File: src/rtl/stp_pkg.sv
// package for the serializer tap and polarity register slice
package stp_pkg;
    // register map (device address and register offsets)
    localparam logic [4:0] STP_DEV_ADDR = 5'h1E;
    localparam logic [15:0] STP_LINE_CTRL_OFS = 16'h0005;
    localparam logic [15:0] STP_HOST_CTRL_OFS = 16'h0006;
    localparam logic [15:0] STP_PWR_CTRL_OFS = 16'h0001;
    // reset values
    localparam logic [15:0] STP_LINE_CTRL_RST = 16'h2000;
    localparam logic [15:0] STP_HOST_CTRL_RST = 16'hF115;
    // bit positions and lane count
    localparam int STP_PD_BIT = 15;
    localparam int STP_PLL_ON_BIT = 4;
    localparam int STP_LANES = 4;
    // tap codes: sign bit position of the five-bit and of the four-bit codes
    localparam int STP_POST1_SIGN_BIT = 4;
    localparam int STP_SHORT_SIGN_BIT = 3;

    // line-side control word layout
    typedef struct packed {
        logic lineRxPairSwap;
        logic lineTxPairSwap;
        logic reservedOne;
        logic [4:0] firstPostTapCode;
        logic [3:0] preTapCode;
        logic [3:0] secondPostTapCode;
    } stp_line_ctrl_type;

    // host-side control word layout
    typedef struct packed {
        logic [3:0] hostLaneWriteMask;
        logic [1:0] reservedHi;
        logic [1:0] hostPllBwSelect;
        logic [2:0] reservedLo;
        logic hostPllOn;
        logic [3:0] hostPllMultiplier;
    } stp_host_ctrl_type;

    // decoded signed tap weight: sign plus magnitude in 2.5 percent steps
    typedef struct packed {
        logic negative;
        logic [3:0] steps;
    } stp_tap_type;

    // management register access
    typedef struct packed {
        logic wrEn;
        logic rdEn;
        logic [4:0] devAddr;
        logic [15:0] regAddr;
        logic [15:0] wrData;
    } stp_mgmt_req_type;
endpackage

File: src/rtl/stp_regs.sv
// register slice: line-side tap/polarity word and host-side PLL/lane word
// Overview of operation
// - bit 15 swaps receive pair polarity
// - bit 14 swaps transmit pair polarity
// - bit 13 reserved, read/write, resets one
// - bits 12:8 first post tap code
// - first post code: sign plus four-bit magnitude
// - bits 7:4 pre tap code
// - pre code: sign plus three-bit magnitude
// - bits 3:0 second post tap code
// - second post code decoded same way
// - host word at 0x0006, resets 0xF115
// - line word at 0x0005, resets 0x2000
// - lane mask gates per-lane writes, reads back as written
// - pll forced off by pin or bit
`timescale 1ns/100ps
module stp_regs
    import stp_pkg::*;
#(
    parameter int LANES = STP_LANES
) (
    // clock and reset
    input wire logic clk,
    input wire logic arst_n,
    // management access from the serial station logic
    input wire stp_mgmt_req_type mgmtReq,
    output logic [15:0] mgmtRdData,
    output logic mgmtRdValid,
    // power controls: pin, and the power-down bit of register 0x0001
    input wire logic channelPowerdownLow,
    input wire logic [15:0] pwrCtrlWord,
    // raw line data in both directions
    input wire logic lineRxRaw,
    output logic lineRxData,
    input wire logic lineTxData,
    output logic lineTxPos,
    output logic lineTxNeg,
    // decoded transmit tap weights
    output stp_tap_type firstPostTap,
    output stp_tap_type preTap,
    output stp_tap_type secondPostTap,
    // host-side pll controls and lane write mask
    output logic hostPllEnable,
    output logic [1:0] hostPllBwSelect,
    output logic [3:0] hostPllMultiplier,
    output logic [LANES-1:0] hostLaneWriteMask
);
    stp_line_ctrl_type lineCtrl; // line-side word, taps and pair swaps
    stp_host_ctrl_type hostCtrl; // host-side word, pll and lane mask
    logic pdSync1; // first stage, read only by pdSync2
    logic pdSync2; // synchronised power-down pin, high while running
    logic rxSync1; // first stage of receive sampler
    logic rxSync2; // synchronised receive data
    logic devHit; // access addresses this device
    logic lineHit; // access aims at the line-side word
    logic hostHit; // access aims at the host-side word
    logic lineWr; // write strobe for the line-side word
    logic hostWr; // write strobe for the host-side word
    logic pllForcedOff; // either power-down source is active
    logic [15:0] next_rdData; // read mux result

    // address decode; only a full device and register match selects a word
    assign devHit = (mgmtReq.devAddr == STP_DEV_ADDR);
    assign lineHit = devHit && (mgmtReq.regAddr == STP_LINE_CTRL_OFS);
    assign hostHit = devHit && (mgmtReq.regAddr == STP_HOST_CTRL_OFS);
    // a write to any other offset or device falls through untouched
    assign lineWr = mgmtReq.wrEn && lineHit;
    assign hostWr = mgmtReq.wrEn && hostHit;

    // power-down sources; the pin has already passed two flops here
    assign pllForcedOff = !pdSync2 || pwrCtrlWord[STP_PD_BIT];

    // line-side word: plain storage, every field returns what was written
    always_ff @(posedge clk or negedge arst_n) begin
        if (!arst_n) begin
            // reserved bit comes back up as one, the taps as zero
            lineCtrl <= STP_LINE_CTRL_RST;
        end else if (lineWr) begin
            // reserved bit kept as written; software should keep it one
            lineCtrl <= stp_line_ctrl_type'(mgmtReq.wrData);
        end
    end

    // host-side word: mask is a plain field of this word, so it always updates;
    // the gating it does belongs to the per-lane registers outside this slice
    always_ff @(posedge clk or negedge arst_n) begin
        if (!arst_n) begin
            hostCtrl <= STP_HOST_CTRL_RST;
        end else if (hostWr) begin
            hostCtrl <= stp_host_ctrl_type'(mgmtReq.wrData);
        end
    end

    // power-down pin synchroniser, two stages before any use;
    // resets to the powered-down side so the pll starts off until the pin is seen
    always_ff @(posedge clk or negedge arst_n) begin
        if (!arst_n) begin
            pdSync1 <= 1'b0;
            pdSync2 <= 1'b0;
        end else begin
            pdSync1 <= channelPowerdownLow;
            pdSync2 <= pdSync1;
        end
    end

    // receive sampler: the raw level comes from outside, two stages first
    always_ff @(posedge clk or negedge arst_n) begin
        if (!arst_n) begin
            rxSync1 <= 1'b0;
            rxSync2 <= 1'b0;
        end else begin
            rxSync1 <= lineRxRaw;
            rxSync2 <= rxSync1;
        end
    end

    // receive pair swap: a swapped pair simply inverts the recovered data
    always_ff @(posedge clk or negedge arst_n) begin
        if (!arst_n) begin
            lineRxData <= 1'b0;
        end else begin
            // three cycles from pin to output in total
            lineRxData <= rxSync2 ^ lineCtrl.lineRxPairSwap;
        end
    end

    // transmit pair: swapping the legs inverts the differential data;
    // both legs come from flops so they never glitch apart
    always_ff @(posedge clk or negedge arst_n) begin
        if (!arst_n) begin
            lineTxPos <= 1'b0;
            lineTxNeg <= 1'b1;
        end else begin
            lineTxPos <= lineTxData ^ lineCtrl.lineTxPairSwap;
            lineTxNeg <= ~(lineTxData ^ lineCtrl.lineTxPairSwap);
        end
    end

    // first post-cursor: sign on top, four magnitude bits
    always_ff @(posedge clk or negedge arst_n) begin
        if (!arst_n) begin
            firstPostTap <= '0;
        end else begin
            // magnitude passes straight through, 2.5 percent per step
            firstPostTap.steps <= lineCtrl.firstPostTapCode[STP_POST1_SIGN_BIT-1:0];
            // minus zero is zero, so the sign only counts with a magnitude
            firstPostTap.negative <= lineCtrl.firstPostTapCode[STP_POST1_SIGN_BIT]
                && (lineCtrl.firstPostTapCode[STP_POST1_SIGN_BIT-1:0] != '0);
        end
    end

    // pre-cursor: sign on top, three magnitude bits
    always_ff @(posedge clk or negedge arst_n) begin
        if (!arst_n) begin
            preTap <= '0;
        end else begin
            // top step bit stays clear, the range ends at seven steps
            preTap.steps <= {1'b0, lineCtrl.preTapCode[STP_SHORT_SIGN_BIT-1:0]};
            // minus zero is zero here as well
            preTap.negative <= lineCtrl.preTapCode[STP_SHORT_SIGN_BIT]
                && (lineCtrl.preTapCode[STP_SHORT_SIGN_BIT-1:0] != '0);
        end
    end

    // second post-cursor: same scheme as the pre-cursor
    always_ff @(posedge clk or negedge arst_n) begin
        if (!arst_n) begin
            secondPostTap <= '0;
        end else begin
            // top step bit stays clear, the range ends at seven steps
            secondPostTap.steps <= {1'b0,
                lineCtrl.secondPostTapCode[STP_SHORT_SIGN_BIT-1:0]};
            // minus zero is zero here as well
            secondPostTap.negative <= lineCtrl.secondPostTapCode[STP_SHORT_SIGN_BIT]
                && (lineCtrl.secondPostTapCode[STP_SHORT_SIGN_BIT-1:0] != '0);
        end
    end

    // pll enable: the power-down sources override the stored enable bit
    always_ff @(posedge clk or negedge arst_n) begin
        if (!arst_n) begin
            hostPllEnable <= 1'b0;
        end else begin
            // the pin path lags the pin by three cycles, two in the synchroniser and one here
            hostPllEnable <= hostCtrl.hostPllOn && !pllForcedOff;
        end
    end

    // remaining host-side controls: registered copies of the word
    always_ff @(posedge clk or negedge arst_n) begin
        if (!arst_n) begin
            hostPllBwSelect <= 2'h0;
            hostPllMultiplier <= 4'h0;
            hostLaneWriteMask <= '0;
        end else begin
            hostPllBwSelect <= hostCtrl.hostPllBwSelect;
            hostPllMultiplier <= hostCtrl.hostPllMultiplier;
            // lane logic downstream applies per-lane writes only where set
            hostLaneWriteMask <= hostCtrl.hostLaneWriteMask[LANES-1:0];
        end
    end

    // read mux; a read of the word being written returns the old value
    always_comb begin
        // unmapped offsets and other devices read as zero
        next_rdData = 16'h0000;
        if (lineHit) begin
            next_rdData = lineCtrl;
        end else if (hostHit) begin
            next_rdData = hostCtrl;
        end
    end

    // read valid: one pulse a cycle after every read, mapped or not
    always_ff @(posedge clk or negedge arst_n) begin
        if (!arst_n) begin
            mgmtRdValid <= 1'b0;
        end else begin
            mgmtRdValid <= mgmtReq.rdEn;
        end
    end

    // read data: captured with the read, then held until the next one
    always_ff @(posedge clk or negedge arst_n) begin
        if (!arst_n) begin
            mgmtRdData <= 16'h0000;
        end else begin
            if (mgmtReq.rdEn) begin
                mgmtRdData <= next_rdData;
            end
        end
    end
endmodule

File: config.mk
export PLATFORM = sky130hd
export DESIGN_NAME = stp_regs
export DESIGN_NICKNAME = d
export VERILOG_FILES = /design/src/rtl/stp_pkg.sv /design/src/rtl/stp_regs.sv
export SDC_FILE = /design/constraint.sdc
export NUM_CORES = 1
export LEC_CHECK = 0
export BUFFER_PORTS_ARGS = -buffer_cell sky130_fd_sc_hd__buf_2
export CAP_MARGIN = 20
export CORE_MARGIN = 2
export CORE_UTILIZATION = 30
export CTS_BUF_LIST = sky130_fd_sc_hd__clkbuf_8
export DETAILED_ROUTE_END_ITERATION = 8
export PLACE_DENSITY_LB_ADDON = 0.08
export SLEW_MARGIN = 20
export SYNTH_ARGS = -nofsm -noshare
export SYNTH_HDL_FRONTEND = slang
export SYNTH_SLANG_ARGS = --single-unit
File: constraint.sdc
create_clock -name clk -period 1.2 [get_ports clk]
set_input_delay 0.12 -clock clk [delete_from_list [all_inputs] [get_ports clk]]
set_output_delay 0.12 -clock clk [all_outputs]
set_load 0.01 [all_outputs]
==> metrics.cfg <==
[min_path]
hold_path_startpoint = mgmtReq[8]
hp-class = in -> reg
min_path_cells = 2
min_to = hostCtrl[8]

[route]
drtAntennaViolNets = 0
drt_pass1_iterations = 4
first_iter_violations = 38
dr_total_vias = 1873
wl_mm = 6.64
avgViaCountPerCell = 4.43
avgRoutedWirePerCell_um = 15.7
drc_errors = 0

[clocking]
cts_sinks = 80
path_clk_slew_ns = 0.09
clock_path_buffers = 2
cts_root_buf = clkbuf_8
htree_levels = 3
cts_buffers = 9
cts_tree = built
worstSkewPairLatency_ns = 0.35

[sta]
setup_violations = 4
rsz0062_at_grt = yes
fin_ws_ns = -0.00719
timing.hold.ws_ns = 0.0180
slew_violations = 0
fmax_ghz = 0.828
finClkSkew_ns = 0.00801
tns_ns = -0.0206
period_needed_ns = 1.21
fin_crit_sh_pct = 101
hold_viol_final = 0

[worst_setup_path]
startpoint_type = input port
r2r_setup_slack_ns = 0.24
critPathMaxFanout = 16
rr_endpoint = firstPostTap[4]
path_class = in -> reg
r2r_cells = 1
rr_startpoint = lineCtrl[9]
cp.arrival_ns = 1.44
crit_path_end_kind = flip-flop
crit_required_ns = 1.43

[global_route]
overflow = 0
grt_usage_pct = 13.4
grt_pass1_vias = 1941
grt_antenna_before_repair = 0
grt_pass1_wl_mm = 10.4
grt_max_degree = 40

[job]
drv_cap = 0

[synthesis]
netlist_area_sq_um = 2910
syn_inst = 178
synth_top_family_by_area = multiplexers
synthAdderAreaFrac_pct = 0
yosys_warnings = 0
synth_xor_area_share_pct = 0.602
ys_seq_elements = 80
synth_simple_gate_area_share_pct = 4.65
ys_types = 26
avgSynthCellArea_sq_um = 16.3
yosysSeqAreaShare_pct = 69.3
synth_compound_area_share_pct = 9.94
synth_mux_area_share_pct = 12.4

[placement]
port-buffer-count = 88
finalWeightedCongestion = 0.663
dp_hpwl_mm = 4.41
post_dp_cell_area_sq_um = 3690

[power_and_ir_drop]
power.density_nw_per_um2 = 1230
p_leak_nw = 2.02
max-vdd-ir-drop_mv = 0.571

[finish]
final_area_sq_um = 4090
area_growth_pct = 40.5
drive_above_1_share_pct = 61.2
n_antenna_cell = 0
num-nets-final = 349
fillers = 864

[floorplanning]
ios = 106
fp.dieW_um = 102
rows = 35
die_height_um = 102
core_region_area_sq_um = 9330
initial_utilization_pct = 31.2
die_area_sq_um = 10500

[status]
status = complete, but fails checks
failed_checks = setup timing

-- layer usage --
layer | track usage (%) | share of wire [%] | wire length, um | vias up
met2 | 21.1 | 48 | 3170 | 52
met3 | 4.65 | 4.9 | 328 | 5
li1 | - | - | - | 871
met1 | 17.8 | 46 | 3080 | 945
met5 | 0 | 0 | 0 | -
met4 | 3.69 | 0.90 | 60 | 0
-- report_power, final --
part	internal (mW)	leakage, nW	switching [mW]
clock	0.986	0.0982	1.04
combinational	0.125	0.859	0.152
sequential	2.71	1.07	0.00309
total	3.82	2.02	1.19
-- cells in the mapped netlist, drive strengths merged --
cell / count / area share (%)
a22oi: 16 / 4.1
and3b: 1 / 0.30
and4b: 1 / 0.34
buf: 7 / 2.2
clkbuf: 4 / 0.52
clkinv: 1 / 0.13
conb: 1 / 0.13
dfrtp: 70 / 60
dfstp: 10 / 9.0
inv: 1 / 0.13
mux2: 32 / 12
nand2: 3 / 0.39
nand3: 1 / 0.34
nor2b: 2 / 0.43
nor3: 2 / 1.1
nor3b: 1 / 0.26
nor4: 2 / 0.95
nor4b: 1 / 0.30
o2bb2ai: 16 / 4.8
o31a: 2 / 0.60
o41a: 1 / 0.39
or3: 1 / 0.22
xor2: 2 / 0.60
-- worst max path at each step --
stage                            from            to  cells past startpoint
final                     mgmtReq[21]   lineCtrl[0]                      6
after global routing      mgmtReq[21]   lineCtrl[3]                      6
after CTS                 mgmtReq[21]   hostCtrl[3]                      6
after detailed placement  mgmtReq[21]  hostCtrl[11]                      6
after global placement    mgmtReq[21]   hostCtrl[9]                      6
after floorplan           mgmtReq[21]  hostCtrl[10]                      5
-- cell type report --
cell class,count,area [sq um],area share [%]
timing repair buffer,110,713,17.5
multi-input combinational,86,987,24.2
tap,129,161,3.95
clock inverter,7,78.8,1.93
inverter,2,7.51,0.184
sequential,80,2010,49.3
clock buffer,9,124,3.03
-- stage by stage --
step	instances	setup slack, ns	total power, mW	utilization (%)
3_5_place_dp	395	-0.403	3.01	39.6
2_1_floorplan	179	-0.297	2.82	-
4_1_cts	420	-0.0211	5.09	42.8
3_3_place_gp	395	-0.385	3.01	39.6
5_1_grt	423	-0.0703	5.25	43.8
6_report	423	-0.00719	5.01	43.8
-- flip-flops by register name (all words and copies together) (netlist names), 2 cells and up --
signal / flops
preTap: 4
secondPostTap: 4
lineCtrl: 16
hostPllBwSelect: 2
mgmtRdData: 16
hostPllMultiplier: 4
hostLaneWriteMask: 4
hostCtrl: 16
firstPostTap: 5
-- cell families (layout without fill, tap and decap cells) --
family | after synthesis | count (layout)
other | 1 | 2
xor gates and xnor gates | 2 | 2
and+or+nand+nor | 15 | 15
AOI/OAI and AO/OA | 35 | 35
buffers and inverters | 13 | 128
muxes | 32 | 32
DFF | 80 | 80
-- critical path: stages --
cell and delay (ns):
buf_6 0.09, nor4_4 0.26, nand3_2 0.18, nor3_4 0.25
buf_12 0.19, mux2_2 0.34
-- layout by cell type, fill, tap and decap left out, drive strengths merged, types with 3 or more instances in the layout --
master	n
clkbuf	9
dlygate4sd3	12
inv	4
dfrtp	70
mux2	32
dfstp	10
a22oi	16
nand2	3
o2bb2ai	16
buf	98
-- timing repair --
action | in CTS | in global routing
pin swaps | 2 | 3
resized for setup | 1 | 15
endpoints found under the setup margin | 7 | 37
setup buffers | 0 | 0
hold buffers | 9 | 3
hold endpoints to repair | 87 | 3
No activity file was read; power rests on OpenSTA's default activity.
